<file path="src/logic/host_bus_pkg.sv">
// constants and types for the host bus decoder
package host_bus_pkg;
  localparam int DATA_W       = 8;
  localparam int ADDR_HI_W    = 15;
  localparam int STRAP_W      = 5;
  localparam int STYLE_LSB    = 2;
  localparam int STYLE_W      = 3;
  localparam int SYNC_STAGES  = 2;
  // bus style codes on the upper strap bits
  localparam logic [2:0] STYLE_GENERIC = 3'h0;
  localparam logic [2:0] STYLE_ENABLE  = 3'h1;
  localparam logic [2:0] STYLE_DSTROBE = 3'h2;

  typedef enum logic [1:0] {
    CYC_NONE,
    CYC_READ,
    CYC_DATA_WRITE,
    CYC_CMD_WRITE
  } cycle_kind_t;

  typedef enum logic [1:0] {
    BUS_GENERIC,
    BUS_ENABLE,
    BUS_DSTROBE,
    BUS_OFF
  } bus_style_t;
endpackage

</file>
<file path="src/logic/host_bus_interface_decode.sv">
// host parallel bus decoder for the display controller
// Overview of operation
// - port: straps, upper address, select, 8-bit data, read/write/address strobes, chip select
// - upper three strap bits choose generic, enable-strobe or data-strobe protocol
// - generic: sel1 rd0 wr1 read; sel0 wr0 data write; sel1 wr0 command
// - enable-strobe, enable high: sel1 rw1 read; sel0 rw0 data; sel1 rw0 command
// - data-strobe, lower strobe low: same decode as enable-strobe
`timescale 1ns/1ps
module host_bus_interface_decode
  import host_bus_pkg::*;
#(
  parameter int DW = DATA_W,
  parameter int AW = ADDR_HI_W
)(
  input  wire logic [STRAP_W-1:0] bus_style_straps,
  input  wire logic [AW-1:0]      addr_hi,
  input  wire logic               command_data_select,
  input  wire logic [DW-1:0]      data_in,
  output logic      [DW-1:0]      data_out,
  output logic                    data_oe,
  input  wire logic               read_strobe_n,
  input  wire logic               write_strobe_n,
  input  wire logic               address_latch_strobe,
  input  wire logic               chip_select_n,
  input  wire logic               ref_clk,
  input  wire logic               rst,
  input  wire logic [DW-1:0]      read_data,
  output logic                    read_active,
  output logic                    read_start,
  output logic                    data_write,
  output logic                    cmd_write,
  output logic [DW-1:0]           write_data,
  output logic [AW-1:0]           write_addr_hi,
  output logic [1:0]              bus_style
);
  localparam int SW = AW + DW + 5;

  logic [SW-1:0] raw;
  logic [SW-1:0] syn;
  assign raw = {addr_hi, data_in, command_data_select, read_strobe_n,
                write_strobe_n, address_latch_strobe, chip_select_n};

  pin_sync #(.WIDTH(SW)) u_sync (
    .ref_clk      (ref_clk),
    .rst          (rst),
    .pin_in       (raw),
    .pin_sync_out (syn)
  );

  logic [STRAP_W-1:0] strap_s;
  pin_sync #(.WIDTH(STRAP_W)) u_strap_sync (
    .ref_clk      (ref_clk),
    .rst          (rst),
    .pin_in       (bus_style_straps),
    .pin_sync_out (strap_s)
  );

  logic [AW-1:0] s_addr;
  logic [DW-1:0] s_data;
  logic          s_sel;
  logic          s_rd_n;
  logic          s_wr_n;
  logic          s_as;
  logic          s_cs_n;
  assign {s_addr, s_data, s_sel, s_rd_n, s_wr_n, s_as, s_cs_n} = syn;

  // decode one set of synchronised pin levels into a cycle kind
  function automatic cycle_kind_t decode(bus_style_t st, logic sel, logic rd_n, logic wr_n, logic cs_n);
    cycle_kind_t k;
    k = CYC_NONE;
    if (!cs_n)
    begin
      unique case (st)
        BUS_GENERIC:
        begin
          if (sel && !rd_n && wr_n)
            k = CYC_READ;
          else if (!sel && rd_n && !wr_n)
            k = CYC_DATA_WRITE;
          else if (sel && rd_n && !wr_n)
            k = CYC_CMD_WRITE;
        end
        // rd pin is the enable (E) or the lower strobe, wr pin the r/w level
        BUS_ENABLE, BUS_DSTROBE:
        begin
          if ((st == BUS_ENABLE) ? rd_n : !rd_n)
          begin
            if (sel && wr_n)
              k = CYC_READ;
            else if (!sel && !wr_n)
              k = CYC_DATA_WRITE;
            else if (sel && !wr_n)
              k = CYC_CMD_WRITE;
          end
        end
        BUS_OFF:
          k = CYC_NONE;
      endcase
    end
    return k;
  endfunction

  // straps latched once the synchroniser has refilled after reset; later changes ignored
  localparam int                  SETTLE_W   = $clog2(SYNC_STAGES + 1);
  localparam logic [SETTLE_W-1:0] SETTLE_END = SETTLE_W'(SYNC_STAGES);

  logic                strap_done_r;
  logic                strap_done_nxt;
  logic [SETTLE_W-1:0] settle_r;
  logic [SETTLE_W-1:0] settle_nxt;
  bus_style_t          style_r;
  bus_style_t          style_nxt;

  always_comb
  begin
    strap_done_nxt = strap_done_r;
    style_nxt      = style_r;
    settle_nxt     = settle_r;
    // reset clears the synchroniser, so an early latch would always see code zero
    if (settle_r != SETTLE_END)
      settle_nxt = settle_r + SETTLE_W'(1);
    else if (!strap_done_r)
    begin
      strap_done_nxt = 1'b1;
      unique case (strap_s[STYLE_LSB +: STYLE_W])
        STYLE_GENERIC: style_nxt = BUS_GENERIC;
        STYLE_ENABLE:  style_nxt = BUS_ENABLE;
        STYLE_DSTROBE: style_nxt = BUS_DSTROBE;
        default:       style_nxt = BUS_OFF;
      endcase
    end
    if (rst)
    begin
      strap_done_nxt = 1'b0;
      style_nxt      = BUS_OFF;
      settle_nxt     = '0;
    end
  end

  always_ff @(posedge ref_clk)
  begin
    strap_done_r <= strap_done_nxt;
    settle_r     <= settle_nxt;
    style_r      <= style_nxt;
  end

  cycle_kind_t kind;
  assign kind = strap_done_r ? decode(style_r, s_sel, s_rd_n, s_wr_n, s_cs_n) : CYC_NONE;

  cycle_kind_t kind_prev_r;
  cycle_kind_t kind_prev_nxt;
  logic [DW-1:0] dout_r;
  logic [DW-1:0] dout_nxt;
  logic          oe_r;
  logic          oe_nxt;
  logic          rstart_r;
  logic          rstart_nxt;
  logic          dwr_r;
  logic          dwr_nxt;
  logic          cwr_r;
  logic          cwr_nxt;
  logic [DW-1:0] wdat_r;
  logic [DW-1:0] wdat_nxt;
  logic [AW-1:0] wadr_r;
  logic [AW-1:0] wadr_nxt;

  // write data captured on every clock of a write cycle, so the settled value from its last clock is kept
  always_comb
  begin
    kind_prev_nxt = kind;
    oe_nxt        = (kind == CYC_READ);
    dout_nxt      = (kind == CYC_READ) ? read_data : '0;
    rstart_nxt    = (kind == CYC_READ) && (kind_prev_r != CYC_READ);
    dwr_nxt       = (kind_prev_r == CYC_DATA_WRITE) && (kind != CYC_DATA_WRITE);
    cwr_nxt       = (kind_prev_r == CYC_CMD_WRITE) && (kind != CYC_CMD_WRITE);
    wdat_nxt      = wdat_r;
    wadr_nxt      = wadr_r;
    if (kind == CYC_DATA_WRITE || kind == CYC_CMD_WRITE)
    begin
      wdat_nxt = s_data;
      wadr_nxt = s_as ? s_addr : wadr_r;
    end
    if (rst)
    begin
      kind_prev_nxt = CYC_NONE;
      oe_nxt        = 1'b0;
      dout_nxt      = '0;
      rstart_nxt    = 1'b0;
      dwr_nxt       = 1'b0;
      cwr_nxt       = 1'b0;
      wdat_nxt      = '0;
      wadr_nxt      = '0;
    end
  end

  always_ff @(posedge ref_clk)
  begin
    kind_prev_r <= kind_prev_nxt;
    oe_r        <= oe_nxt;
    dout_r      <= dout_nxt;
    rstart_r    <= rstart_nxt;
    dwr_r       <= dwr_nxt;
    cwr_r       <= cwr_nxt;
    wdat_r      <= wdat_nxt;
    wadr_r      <= wadr_nxt;
  end

  assign data_out      = dout_r;
  assign data_oe       = oe_r;
  assign read_active   = oe_r;
  assign read_start    = rstart_r;
  assign data_write    = dwr_r;
  assign cmd_write     = cwr_r;
  assign write_data    = wdat_r;
  assign write_addr_hi = wadr_r;
  assign bus_style     = style_r;

  chk_oe_only_read: assert property (@(posedge ref_clk) disable iff (rst)
    data_oe |-> $past(kind) == CYC_READ) else $error("data driven outside read");
  chk_cs_blocks: assert property (@(posedge ref_clk) disable iff (rst)
    s_cs_n |=> !data_oe) else $error("drive while deselected");
  chk_generic_cmd: assert property (@(posedge ref_clk) disable iff (rst)
    (style_r == BUS_GENERIC && strap_done_r && !s_cs_n && s_sel && s_rd_n && !s_wr_n)
    ##1 (!s_cs_n && s_wr_n) |=> cmd_write) else $error("generic command missed");
  chk_enable_read: assert property (@(posedge ref_clk) disable iff (rst)
    (style_r == BUS_ENABLE && strap_done_r && !s_cs_n && s_rd_n && s_sel && s_wr_n)
    |=> data_oe) else $error("enable read missed");
  chk_dstrobe_data: assert property (@(posedge ref_clk) disable iff (rst)
    (style_r == BUS_DSTROBE && strap_done_r && !s_cs_n && !s_rd_n && !s_sel && !s_wr_n)
    ##1 s_cs_n |=> data_write) else $error("strobe data write missed");
  chk_style_stable: assert property (@(posedge ref_clk) disable iff (rst)
    strap_done_r |=> $stable(style_r)) else $error("bus style changed");
  chk_write_excl: assert property (@(posedge ref_clk) disable iff (rst)
    !(data_write && cmd_write)) else $error("both write pulses");
  chk_write_pulse: assert property (@(posedge ref_clk) disable iff (rst)
    data_write |=> !data_write) else $error("write pulse too long");
  cov_read: cover property (@(posedge ref_clk) read_start);
  cov_dwrite: cover property (@(posedge ref_clk) data_write);
  cov_cwrite: cover property (@(posedge ref_clk) cmd_write);
endmodule // host_bus_interface_decode

</file>
<file path="src/logic/pin_sync.sv">
// two-stage synchroniser for a group of pin inputs
`timescale 1ns/1ps
module pin_sync
  import host_bus_pkg::*;
#(
  parameter int WIDTH = 1
)(
  input  wire logic             ref_clk,
  input  wire logic             rst,
  input  wire logic [WIDTH-1:0] pin_in,
  output logic      [WIDTH-1:0] pin_sync_out
);
  logic [WIDTH-1:0] meta_r;
  logic [WIDTH-1:0] meta_nxt;
  logic [WIDTH-1:0] sync_r;
  logic [WIDTH-1:0] sync_nxt;

  always_comb
  begin
    meta_nxt = pin_in;
    sync_nxt = meta_r;
    if (rst)
    begin
      meta_nxt = '0;
      sync_nxt = '0;
    end
  end

  always_ff @(posedge ref_clk)
  begin
    meta_r <= meta_nxt;
    sync_r <= sync_nxt;
  end

  assign pin_sync_out = sync_r;
endmodule // pin_sync

</file>
<file path="config.mk">
export PLATFORM = sky130hd
export DESIGN_NAME = host_bus_interface_decode
export DESIGN_NICKNAME = d
export VERILOG_FILES = /design/src/logic/host_bus_pkg.sv /design/src/logic/host_bus_interface_decode.sv /design/src/logic/pin_sync.sv
export SDC_FILE = /design/constraint.sdc
export NUM_CORES = 1
export LEC_CHECK = 0
export BUFFER_PORTS_ARGS = -buffer_cell sky130_fd_sc_hd__buf_4
export CORE_MARGIN = 1.5
export CORE_UTILIZATION = 45
export DETAILED_ROUTE_END_ITERATION = 12
export PLACE_DENSITY = 0.73
export SETUP_SLACK_MARGIN = 0.3
export SYNTH_ARGS = -nofsm -noshare
export SYNTH_HDL_FRONTEND = slang
export SYNTH_SLANG_ARGS = --single-unit
</file>
<file path="constraint.sdc">
create_clock -name ref_clk -period 3.5 [get_ports ref_clk]
set_clock_uncertainty 0.2 [all_clocks]
set_input_delay 0.525 -clock ref_clk [delete_from_list [all_inputs] [get_ports ref_clk]]
set_output_delay 0.525 -clock ref_clk [all_outputs]
set_load 0.005 [all_outputs]
</file>
### Word-level counts from Yosys, hierarchy flattened

Index checks and enable logic that the tools add are counted.

* add/sub/neg operators: 1
* equality and inequality tests: 14
* mux-type cells: 12
* bitwise gates (word level): 3
* reductions and logical operators: 22

Operators with widths (number)
* $mux 2: 9
* $eq 2x2->1 const B: 6
* $logic_and 1x1->1: 12
* $pmux 2 s3: 2
* $ne 2x2->1 const B: 3
* $eq 2x1->1 const B: 2
* $reduce_and 2->1: 2
* $reduce_or 2->1: 2
* $eq 3x1->1 const B: 1
* $eq 3x2->1 const B: 1
* $logic_not 1->1: 3
* $logic_not 3->1: 1
* $not 1->1: 3
* $add 2x1->2 const B: 1
* $logic_not 2->1: 1
* $ne 2x1->1 const B: 1
* $logic_or 1x1->1: 1
* $mux 1: 1

* bits in registers: 108
* input port bits: 43
* logic and storage cells: 67

### Longest topological paths before layout

Gate-level depths: netlist (run 1).

* word-level depth: 12
* depth in mapped cells: 8

### By module

From an unflattened synthesis (run 1), not the netlist that was laid out.

* cell total of the unflattened synthesis: 313
* area total of the unflattened synthesis: 3764.9 sq um

Modules (own cells, without submodules)
* host_bus_interface_decode: instances 1, cells each 175, area an instance 1891.8 sq um, sequential area each 840.8 sq um
* pin_sync (u_sync): instances 1, cells each 118, area an instance 1610.3 sq um, sequential area each 1121.1 sq um
* pin_sync (u_strap_sync): instances 1, cells each 20, area an instance 262.8 sq um, sequential area each 200.2 sq um

### Worst setup path before layout (run 1)

OpenSTA, ideal clock, no wires.

* path type: register to register
* from: register style_r[1], in the netlist bus_style[1]
* to: register wdat_r[0], in the netlist write_data[0]
* setup time: 0.072 ns
* data arrival time: 1.640 ns
* data required time: 3.228 ns
* slack: 1.588 ns
* stages on the path, launching flop included: 8
* path buffers: 1
* period minus slack after synthesis: 1.912 ns
* path through: dfxtp_1 > inv_1 > ha_1 > xnor2_1 > a31oi_4 > nor2_4 > buf_12 > mux2i_1

* cells in the longest elaborated chain, start to end: 8
* elaborated cells between the ends (all ways): 13
* classes of those cells: 5 x eq/ne; 5 x mux; 3 x reduce/logical

Ends and longest elaborated chain
* from (decl): line host_bus_interface_decode.sv:111 `bus_style_t style_r;`
* from (signal assigned): line host_bus_interface_decode.sv:144 `style_r <= style_nxt;`
* $eq 2x1->1: line host_bus_interface_decode.sv:73, host_bus_interface_decode.sv:86
* $mux 1: line host_bus_interface_decode.sv:86 `if ((st == BUS_ENABLE) ? rd_n : !rd_n)`
* $mux 2: line host_bus_interface_decode.sv:86
* $pmux 2 s3 *: line host_bus_interface_decode.sv:73 `unique case (st)`
* $mux 2 *: line host_bus_interface_decode.sv:71 `if (!cs_n)`
* $mux 2 *: line host_bus_interface_decode.sv:148 `assign kind = strap_done_r ? decode(style_r, s_sel, s_rd_n, s_wr_n, s_cs_n) : CYC_NONE;`
* $eq 2x2->1: line host_bus_interface_decode.sv:178 `if (kind == CYC_DATA_WRITE || kind == CYC_CMD_WRITE)`
* $logic_or 1x1->1 *: line host_bus_interface_decode.sv:178
* to (signal assigned): line host_bus_interface_decode.sv:204 `wdat_r <= wdat_nxt;`
* to (decl): line host_bus_interface_decode.sv:162 `logic [DW-1:0] wdat_r;`

Every way passes the cells marked *; elsewhere a longest branch is shown, timed or not.
A chain may end at the register's enable or synchronous reset.

### Worst setup path in the final report (run 1)

* from: register style_r[0], in the netlist bus_style[0]
* to: register dwr_r, in the netlist data_write

* cells in the longest elaborated chain, start to end: 8
* elaborated cells between the ends (all ways): 12
* classes of those cells: 4 x eq/ne; 5 x mux; 3 x reduce/logical

Ends and longest elaborated chain
* $eq 2x1->1: line host_bus_interface_decode.sv:73, host_bus_interface_decode.sv:86
* $mux 1: line host_bus_interface_decode.sv:86
* $mux 2: line host_bus_interface_decode.sv:86
* $pmux 2 s3 *: line host_bus_interface_decode.sv:73
* $mux 2 *: line host_bus_interface_decode.sv:71
* $mux 2 *: line host_bus_interface_decode.sv:148
* $ne 2x2->1 *: line host_bus_interface_decode.sv:174 `dwr_nxt = (kind_prev_r == CYC_DATA_WRITE) && (kind != CYC_DATA_WRITE);`
* $logic_and 1x1->1 *: line host_bus_interface_decode.sv:174
* to (signal assigned): line host_bus_interface_decode.sv:202 `dwr_r <= dwr_nxt;`
* to (decl): line host_bus_interface_decode.sv:158 `logic dwr_r;`

Marks and branches as above.

==> results of run 1 <==
kinds of logic (layout without fill, tap and decap cells):
| family | after synthesis | after routing | synth area share |
|---|---|---|---|
| compound gates | 11 | 11 | 0.03068 |
| xor+xnor | 2 | 2 | 0.004937 |
| fa+ha+maj | 3 | 3 | 0.01058 |
| buf+inv | 25 | 102 | 0.03949 |
| flops | 104 | 104 | 0.5867 |
| mux | 23 | 23 | 0.06488 |
| simple gates | 138 | 138 | 0.2627 |
area by class of cell:
cell class              instances  area (sq um)
clock buffers                   9         123.9
clock inverters                 7         66.31
fillers                       679          3319
inverters                       6         22.52
multi-input cells             177          1333
flip-flops and latches        104          2082
well taps                     102         127.6
repair buffers                 80         613.1
stage by stage:
step	power [W]	hold slack, ps	setup WS [ps]	util
6_report	0.002229	164.4	1232	0.5682
5_1_grt	0.002346	150.9	995.0	0.5682
4_1_cts	0.002258	146.0	1202	0.5682
3_5_place_dp	0.001545	220.4	1212	0.5435
3_3_place_gp	0.001534	216.7	1282	0.5435
2_1_floorplan	0.001468	213.8	1588	-
cell usage in the layout, fill, tap and decap left out, types with 4 or more instances in the layout:
master,count
nor3_1,4
nand2b_1,47
nor2b_1,64
inv_6,4
dfxtp_1,104
mux2i_1,23
nor2_1,10
buf_4,79
clkbuf_8,9
nor4b_2,7
inv_1,6
state kept, by name, summed over array words and instances (netlist names):
register                   count
write_data                     8
u_strap_sync.pin_sync_out      3
write_addr_hi                 15
data_write                     1
cmd_write                      1
bus_style                      2
data_out                       8
strap_done_r                   1
kind_prev_r                    2
u_strap_sync.meta_r            3
u_sync.pin_sync_out           28
data_oe                        1
settle_r                       2
read_start                     1
u_sync.meta_r                 28
worst max path at each step:
stage                  from       endpoint  slack, ps
3_3_place_gp   bus_style[0]     data_write       1280
2_1_floorplan  bus_style[1]  write_data[0]       1590
3_5_place_dp   bus_style[0]      cmd_write       1210
5_1_grt        bus_style[0]     data_write       1000
6_report       bus_style[0]     data_write       1230
4_1_cts        bus_style[0]      cmd_write       1200
worst max-delay path, stage by stage (launching register included):
cell       delay [ps]
dfxtp_1           390
inv_1              60
ha_1              260
and2_1            200
o21ai_1           150
nand4_2           430
a2111oi_2         480
metal layers:
metal | part of all wire | GRT usage | vias up
met5 | 0 | 0 | -
met4 | 0.019 | 0.07692 | 0
met3 | 0.053 | 0.03483 | 10
met2 | 0.46 | 0.2201 | 58
met1 | 0.46 | 0.1644 | 948
li1 | - | - | 1120
power by group through the flow:
stage	clock network, W	logic [W]	registers (W)
6_report	0.000716	0.000250	0.00126
5_1_grt	0.000792	0.000283	0.00127
4_1_cts	0.000739	0.000255	0.00126
3_5_place_dp	0	0.000254	0.00129
3_3_place_gp	0	0.000246	0.00129
2_1_floorplan	0	0.000182	0.00129
==> impl_metrics.env, run 1 <==
export IMPL_final_nets=424
export IMPL_end_kind="flip-flop"
export IMPL_arrival_ps=2330
export IMPL_core_area_sq_um=7687
export IMPL_area_growth_pct=23.10
export IMPL_path_class="flip-flop to flip-flop"
export IMPL_whs_path_depth=2
export IMPL_grt_setup_unrepaired="no"
export IMPL_route_detailed_drc=0
export IMPL_power_frac_comb=0.112
export IMPL_slew_violations=0
export IMPL_finalHoldViolations=0
export IMPL_yosysUniqueCellTypes=31
export IMPL_reg2reg_slack_ps=1230
export IMPL_fin_crit_ps=2268
export IMPL_startpoint_type="flip-flop"
export IMPL_yosysTopAreaCell="dfxtp_1"
export IMPL_num_rows=32
export IMPL_internal_power_w=0.001648
export IMPL_cts_tree="yes"
export IMPL_synth_common_cells="dfxtp_1 (104), nor2b_1 (64), nand2b_1 (47)"
export IMPL_crit_fanout=13
export IMPL_synthCells=306
export IMPL_cts_max_path_buffers=2
export IMPL_grt_pass1_vias=1993
export IMPL_vias_per_cell=4.404
export IMPL_synth_edf_count=0
export IMPL_setup_viol=0
export IMPL_start_util=0.4616
export IMPL_path_clk_slew_ps=110
export IMPL_worstHoldStart="bus_style_straps[3]"
export IMPL_status="complete, no violations"
export IMPL_worstPathRequired_ps=3560
export IMPL_power_density_nw_per_um2=510.3
export IMPL_drv_cap=0
export IMPL_period_share=0.6480
export IMPL_cts_made_buffers=9
export IMPL_syn_area_per_cell_sq_um=11.60
export IMPL_gp_congestion=0.7067
export IMPL_seqPwrFrac=0.567
export IMPL_insertedDiodeCount=0
export IMPL_via_count=2136
export IMPL_r2r_start="bus_style[0]"
export IMPL_p_sw_frac=0.2605
export IMPL_tightest_slew_ps=731.5
export IMPL_die_area_sq_um=8427
export IMPL_antenna_found_initial=0
export IMPL_rr_endpoint="data_write"
export IMPL_switchingPower_w=0.0005808
export IMPL_gr_total_overflow=0
export IMPL_grt_util_all_layers=0.1360
export IMPL_postRouteAntennaNets=0
export IMPL_fp_dieH_um=91.80
export IMPL_p_leak_nw=1.768
export IMPL_fin_area_sq_um=4368
export IMPL_ir_worst_vdd_mv=0.2473
export IMPL_synth_seq_cells=104
export IMPL_placed_cells_incl_taps=469
export IMPL_min_path_type="primary input to flip-flop"
export IMPL_cts_root_buf="clkbuf_8"
export IMPL_clkPwrFrac=0.321
export IMPL_synth_top_cells_by_area="dfxtp_1 (59%), nor2b_1 (11%), nand2b_1 (8.3%), mux2i_1 (6.5%), nor4b_2 (3.0%)"
export IMPL_grt_max_degree=128
export IMPL_ys_async_sr_fraction=0
export IMPL_synth_top_cell_area_share=0.5867
export IMPL_syn_area_sq_um=3548
export IMPL_firstDrtPassIters=4
export IMPL_dpl_cell_area_sq_um=4178
export IMPL_clkSinkCount=104
export IMPL_post_dp_hpwl_um=3469
export IMPL_die_x_um=91.80
export IMPL_cts_resized=0
export IMPL_post_cts_buffers=0
export IMPL_yosysMostFrequentCell="dfxtp_1"
export IMPL_ys_dominant_reg_cell="dfxtp_1"
export IMPL_ios=81
export IMPL_r2r_cells=6
export IMPL_port_buffers=78
export IMPL_ys_seq_area_frac=0.5867
export IMPL_finalSetupTns_ps=0
export IMPL_drive_above_1_share=0.2924
export IMPL_ys_warnings_count=0
export IMPL_initialDrtViolationCount=69
export IMPL_fin_cells=485
export IMPL_grt_pass1_wl_um=9004
export IMPL_wl_um=5384
export IMPL_clock_latency_ps=360
export IMPL_htree_levels=3
export IMPL_max_freq_ghz=0.4409
export IMPL_hold_path_endpoint="u_strap_sync.meta_r[3]"
export IMPL_syn_nets=352
export IMPL_wl_per_cell_um=11.10
export IMPL_cts_hold_buf=0
export IMPL_max_slew_margin=0.5112
(Power assumes the default switching activity.)
==> inputs of run 2 (changes only) <==
--- a/config.mk
+++ b/config.mk
@@ -9,7 +9,7 @@
 export CORE_MARGIN = 1.5
 export CORE_UTILIZATION = 45
 export DETAILED_ROUTE_END_ITERATION = 12
-export PLACE_DENSITY = 0.73
+export PLACE_DENSITY = 0.76
 export SETUP_SLACK_MARGIN = 0.3
 export SYNTH_ARGS = -nofsm -noshare
 export SYNTH_HDL_FRONTEND = slang
==> constraint.sdc (replaced) <==
create_clock -name ref_clk -period 1.9 [get_ports ref_clk]
set_clock_uncertainty 0.2 [all_clocks]
set_input_delay 0.285 -clock ref_clk [delete_from_list [all_inputs] [get_ports ref_clk]]
set_output_delay 0.285 -clock ref_clk [all_outputs]
set_load 0.005 [all_outputs]
==> impl_metrics.env, run 2 (synthesized netlist as in run 1, its figures left out) <==
export IMPL_critPathSlowestCell="dfxtp_2"
export IMPL_insertedDiodeCount=0
export IMPL_grt_pass1_vias=2323
export IMPL_slowest_delay_ps=370
export IMPL_via_count=2343
export IMPL_num_rows=32
export IMPL_finalSetupTns_ps=0
export IMPL_layout_commonest_cell="dfxtp_1"
export IMPL_gp_congestion=0.7390
export IMPL_vias_per_cell=4.339
export IMPL_initialDrtViolationCount=69
export IMPL_max_slew_margin=0.7374
export IMPL_startpoint_type="flip-flop"
export IMPL_wl_um=6341
export IMPL_route_detailed_drc=0
export IMPL_fin_area_sq_um=5149
export IMPL_grt_pass1_wl_um=10390
export IMPL_final_nets=479
export IMPL_antenna_found_initial=0
export IMPL_drive_above_1_share=0.3151
export IMPL_power_density_nw_per_um2=871.9
export IMPL_crit_fanout=6
export IMPL_end_kind="flip-flop"
export IMPL_worstPathRequired_ps=1950
export IMPL_start_util=0.4616
export IMPL_max_freq_ghz=0.5282
export IMPL_layout_common_cells="dfxtp_1 (102), buf_4 (84), nor2b_1 (64)"
export IMPL_die_x_um=91.80
export IMPL_cpLargestDelayFamily="compound AO/OA/AOI/OAI gates"
export IMPL_period_share=0.9964
export IMPL_p_leak_nw=2.073
export IMPL_htree_levels=3
export IMPL_fillers=591
export IMPL_ios=81
export IMPL_cts_root_buf="clkbuf_8"
export IMPL_port_buffers=78
export IMPL_finalHoldViolations=0
export IMPL_status="complete, no violations"
export IMPL_ir_worst_vdd_mv=0.5218
export IMPL_area_growth_pct=45.10
export IMPL_wl_per_cell_um=11.74
export IMPL_path_clk_slew_ps=100
export IMPL_clock_latency_ps=350
export IMPL_critical_path_buf_inv_count=3
export IMPL_holdWs_ps=137.8
export IMPL_dpl_cell_area_sq_um=4293
export IMPL_gr_total_overflow=0
export IMPL_grt_max_degree=73
export IMPL_placed_cells_incl_taps=474
export IMPL_power_w=0.004489
export IMPL_cts_max_path_buffers=2
export IMPL_postRouteAntennaNets=0
export IMPL_tightest_slew_ps=393.9
export IMPL_core_area_sq_um=7687
export IMPL_path_cells="inv_4 > ha_4 > buf_12 > a211o_1 > nand4_4 > buf_6 > a2111oi_4"
export IMPL_fin_crit_ps=1893
export IMPL_cts_tree="yes"
export IMPL_path_class="flip-flop to flip-flop"
export IMPL_fp_dieH_um=91.80
export IMPL_grt_setup_unrepaired="yes"
export IMPL_clkSinkCount=104
export IMPL_arrival_ps=1940
export IMPL_grt_util_all_layers=0.1552
export IMPL_setup_viol=0
export IMPL_slew_violations=0
export IMPL_min_path_type="primary input to flip-flop"
export IMPL_drv_cap=0
export IMPL_cts_made_buffers=9
export IMPL_post_dp_hpwl_um=3790
export IMPL_die_area_sq_um=8427
export IMPL_firstDrtPassIters=4
export IMPL_fin_cells=540
## run 2: worst register-to-register path, cell delays in order (launching register included)
cell       delay [ps]
dfxtp_2           370
inv_4              50
ha_4              280
buf_12            100
a211o_1           160
nand4_4           170
buf_6             190
a2111oi_4         270
## run 2: timing repair
action                     4_1_cts  5_1_grt
resized for setup               16        7
buffers inserted                 8        2
hold buffers                    38        1
cloned                           1        0
setup endpoints to repair       36       37
hold endpoints to repair        38        1
pin swaps                        5        5
## run 2: report_power, final
group	internal [W]	total, W	switching (W)
clock	0.000689	0.00140	0.000714
sequential	0.00229	0.00233	0.0000454
combinational	0.000434	0.000753	0.000319
## run 2: metrics by stage
| stage | utilization | setup WS [ps] |
|---|---|---|
| floorplan | - | 140.2 |
| global placement | 0.5584 | 49.74 |
| detailed placement | 0.5584 | -38.65 |
| CTS | 0.6605 | 7.084 |
| global route | 0.6698 | -64.25 |
| finish | 0.6698 | 6.891 |
## run 2: worst paths after layout
kind / startpoint / endpoint / slack, ps / cells after the start
max: bus_style[1] / data_write / 7 / 7
max reg2reg: bus_style[1] / data_write / 7 / 7
min reg2reg: u_sync.meta_r[10] / u_sync.pin_sync_out[10] / 240 / 1
min: rst / kind_prev_r[0] / 140 / 2
## run 2: area by class of cell
cell class | instances | area [sq um] | area share
clock buffers | 11 | 151.4 | 0.02940
clock inverters | 5 | 61.31 | 0.01191
inverters | 6 | 25.02 | 0.004860
multi-input cells | 177 | 1474 | 0.2863
flip-flops and latches | 104 | 2087 | 0.4053
well taps | 102 | 127.6 | 0.02479
repair buffers | 135 | 1222 | 0.2374
## run 2: layer usage
metal  vias to the layer above  track usage  wire length, um
li1                       1225            -                -
met1                      1047       0.1877             2926
met2                        62       0.2662             3048
met3                         9      0.03068              245
met4                         0      0.07051              121
met5                         -            0                0
==> inputs of run 3 (changes only) <==
==> constraint.sdc (replaced) <==
create_clock -name ref_clk -period 1.9 [get_ports ref_clk]
set_clock_uncertainty 0.2 [all_clocks]
set_input_delay 0.095 -clock ref_clk [delete_from_list [all_inputs] [get_ports ref_clk]]
set_output_delay 0.095 -clock ref_clk [all_outputs]
set_load 0.005 [all_outputs]
==> impl_metrics.env, run 3 (synthesized netlist as in run 1, its figures left out) <==
export IMPL_status="complete, no violations"
export IMPL_port_buffers=78
export IMPL_layout_commonest_cell="dfxtp_1"
export IMPL_grtUsageMet3=0.02653
export IMPL_cts_tree="yes"
export IMPL_wl_per_cell_um=11.64
export IMPL_grt_max_degree=63
export IMPL_firstDrtPassIters=4
export IMPL_vias_per_cell=4.282
export IMPL_crit_fanout=5
export IMPL_arrival_ps=1940
export IMPL_fp_dieH_um=91.80
export IMPL_postRouteAntennaNets=0
export IMPL_setup_slack_ps=15.24
export IMPL_seqPwrFrac=0.507
export IMPL_switchingPower_w=0.001084
export IMPL_p_leak_nw=2.134
export IMPL_tightest_slew_ps=578.7
export IMPL_via_count=2342
export IMPL_clkPwrFrac=0.341
export IMPL_max_freq_ghz=0.5306
export IMPL_period_share=0.9920
export IMPL_startpoint_type="flip-flop"
export IMPL_drv_cap=0
export IMPL_fillers=555
export IMPL_grt_pass1_vias=2220
export IMPL_gr_total_overflow=0
export IMPL_gp_congestion=0.7437
export IMPL_grt_setup_unrepaired="yes"
export IMPL_dpl_worst_slack_ps=-6.561
export IMPL_internal_power_w=0.003525
export IMPL_holdWs_ps=28.02
export IMPL_p_sw_frac=0.2351
export IMPL_htree_levels=3
export IMPL_end_kind="flip-flop"
export IMPL_start_util=0.4616
export IMPL_layout_common_cells="dfxtp_1 (102), buf_4 (89), nor2b_1 (63)"
export IMPL_path_class="flip-flop to flip-flop"
export IMPL_ir_worst_vdd_mv=0.4486
export IMPL_path_clk_slew_ps=100
export IMPL_cts_root_buf="clkbuf_8"
export IMPL_area_growth_pct=48.62
export IMPL_cts_made_buffers=9
export IMPL_finalHoldViolations=0
export IMPL_grt_use_met2=0.2643
export IMPL_setup_viol=0
export IMPL_slew_violations=0
export IMPL_initialDrtViolationCount=50
export IMPL_insertedDiodeCount=0
export IMPL_power_w=0.004609
export IMPL_ios=81
export IMPL_finalSetupTns_ps=0
export IMPL_core_area_sq_um=7687
export IMPL_power_density_nw_per_um2=873.9
export IMPL_fin_util=0.6860
export IMPL_final_nets=486
export IMPL_drive_above_1_share=0.3326
export IMPL_route_detailed_drc=0
export IMPL_num_rows=32
export IMPL_grt_pass1_wl_um=10260
export IMPL_clock_latency_ps=350
export IMPL_power_frac_comb=0.152
export IMPL_fin_crit_ps=1885
export IMPL_die_x_um=91.80
export IMPL_clkSinkCount=104
export IMPL_antenna_found_initial=0
export IMPL_cts_max_path_buffers=2
export IMPL_met1_usage=0.1958
export IMPL_wl_um=6367
export IMPL_post_dp_hpwl_um=3813
export IMPL_grt_util_all_layers=0.1558
export IMPL_busiest_layer="met2"
export IMPL_min_path_type="primary input to flip-flop"
export IMPL_worstPathRequired_ps=1950
export IMPL_die_area_sq_um=8427
export IMPL_max_slew_margin=0.6142
[run 3: what timing repair did]
| item | 4_1_cts | 5_1_grt |
|---|---|---|
| hold endpoints to repair | 39 | 0 |
| cloned | 3 | 0 |
| resized for setup | 24 | 10 |
| hold buffers | 39 | 0 |
| endpoints found under the setup margin | 36 | 37 |
| pin swaps | 2 | 4 |
| setup buffers | 10 | 1 |
[run 3: worst max-delay path, stage by stage (launching register included)]
cell     delay [ps]
dfxtp_4         390
inv_4            40
ha_4            160
and2_4          170
o21ai_4         160
nand4_4         200
buf_6           190
o311a_1         270
[run 3: final timing paths]
kind | to | slack, ps | startpoint | cells after the start
max reg2reg | cmd_write | 20 | bus_style[0] | 7
min | u_sync.meta_r[19] | 30 | rst | 2
min reg2reg | u_sync.pin_sync_out[8] | 240 | u_sync.meta_r[8] | 1
max | cmd_write | 20 | bus_style[0] | 7
[run 3: per-layer routing]
metal	up-vias	routed length, um
met4	0	75
li1	1240	-
met5	-	0
met2	55	3179
met1	1041	2900
met3	6	212
[run 3: power groups by stage]
stage	Combinational [W]	Sequential, W	Clock (W)
floorplan	0.000353	0.00238	0
global placement	0.000488	0.00238	0
detailed placement	0.000502	0.00239	0
CTS	0.000689	0.00234	0.00161
global route	0.000766	0.00235	0.00172
finish	0.000701	0.00234	0.00157
[run 3: per-stage QoR]
stage               instance area (sq um)  instances
finish                               5274        547
CTS                                  5204        546
floorplan                            3582        306
detailed placement                   4298        478
global route                         5274        547
global placement                     4298        478
[run 3: area by class of cell]
type,instances,area [sq um],share of cell area
Clock buffer,10,148.9,0.02823
Sequential cell,104,2087,0.3957
Timing Repair Buffer,142,1292,0.2451
Clock inverter,6,95.09,0.01803
Tap cell,102,127.6,0.02420
Multi-Input combinational cell,177,1498,0.2840
Inverter,6,25.02,0.004745
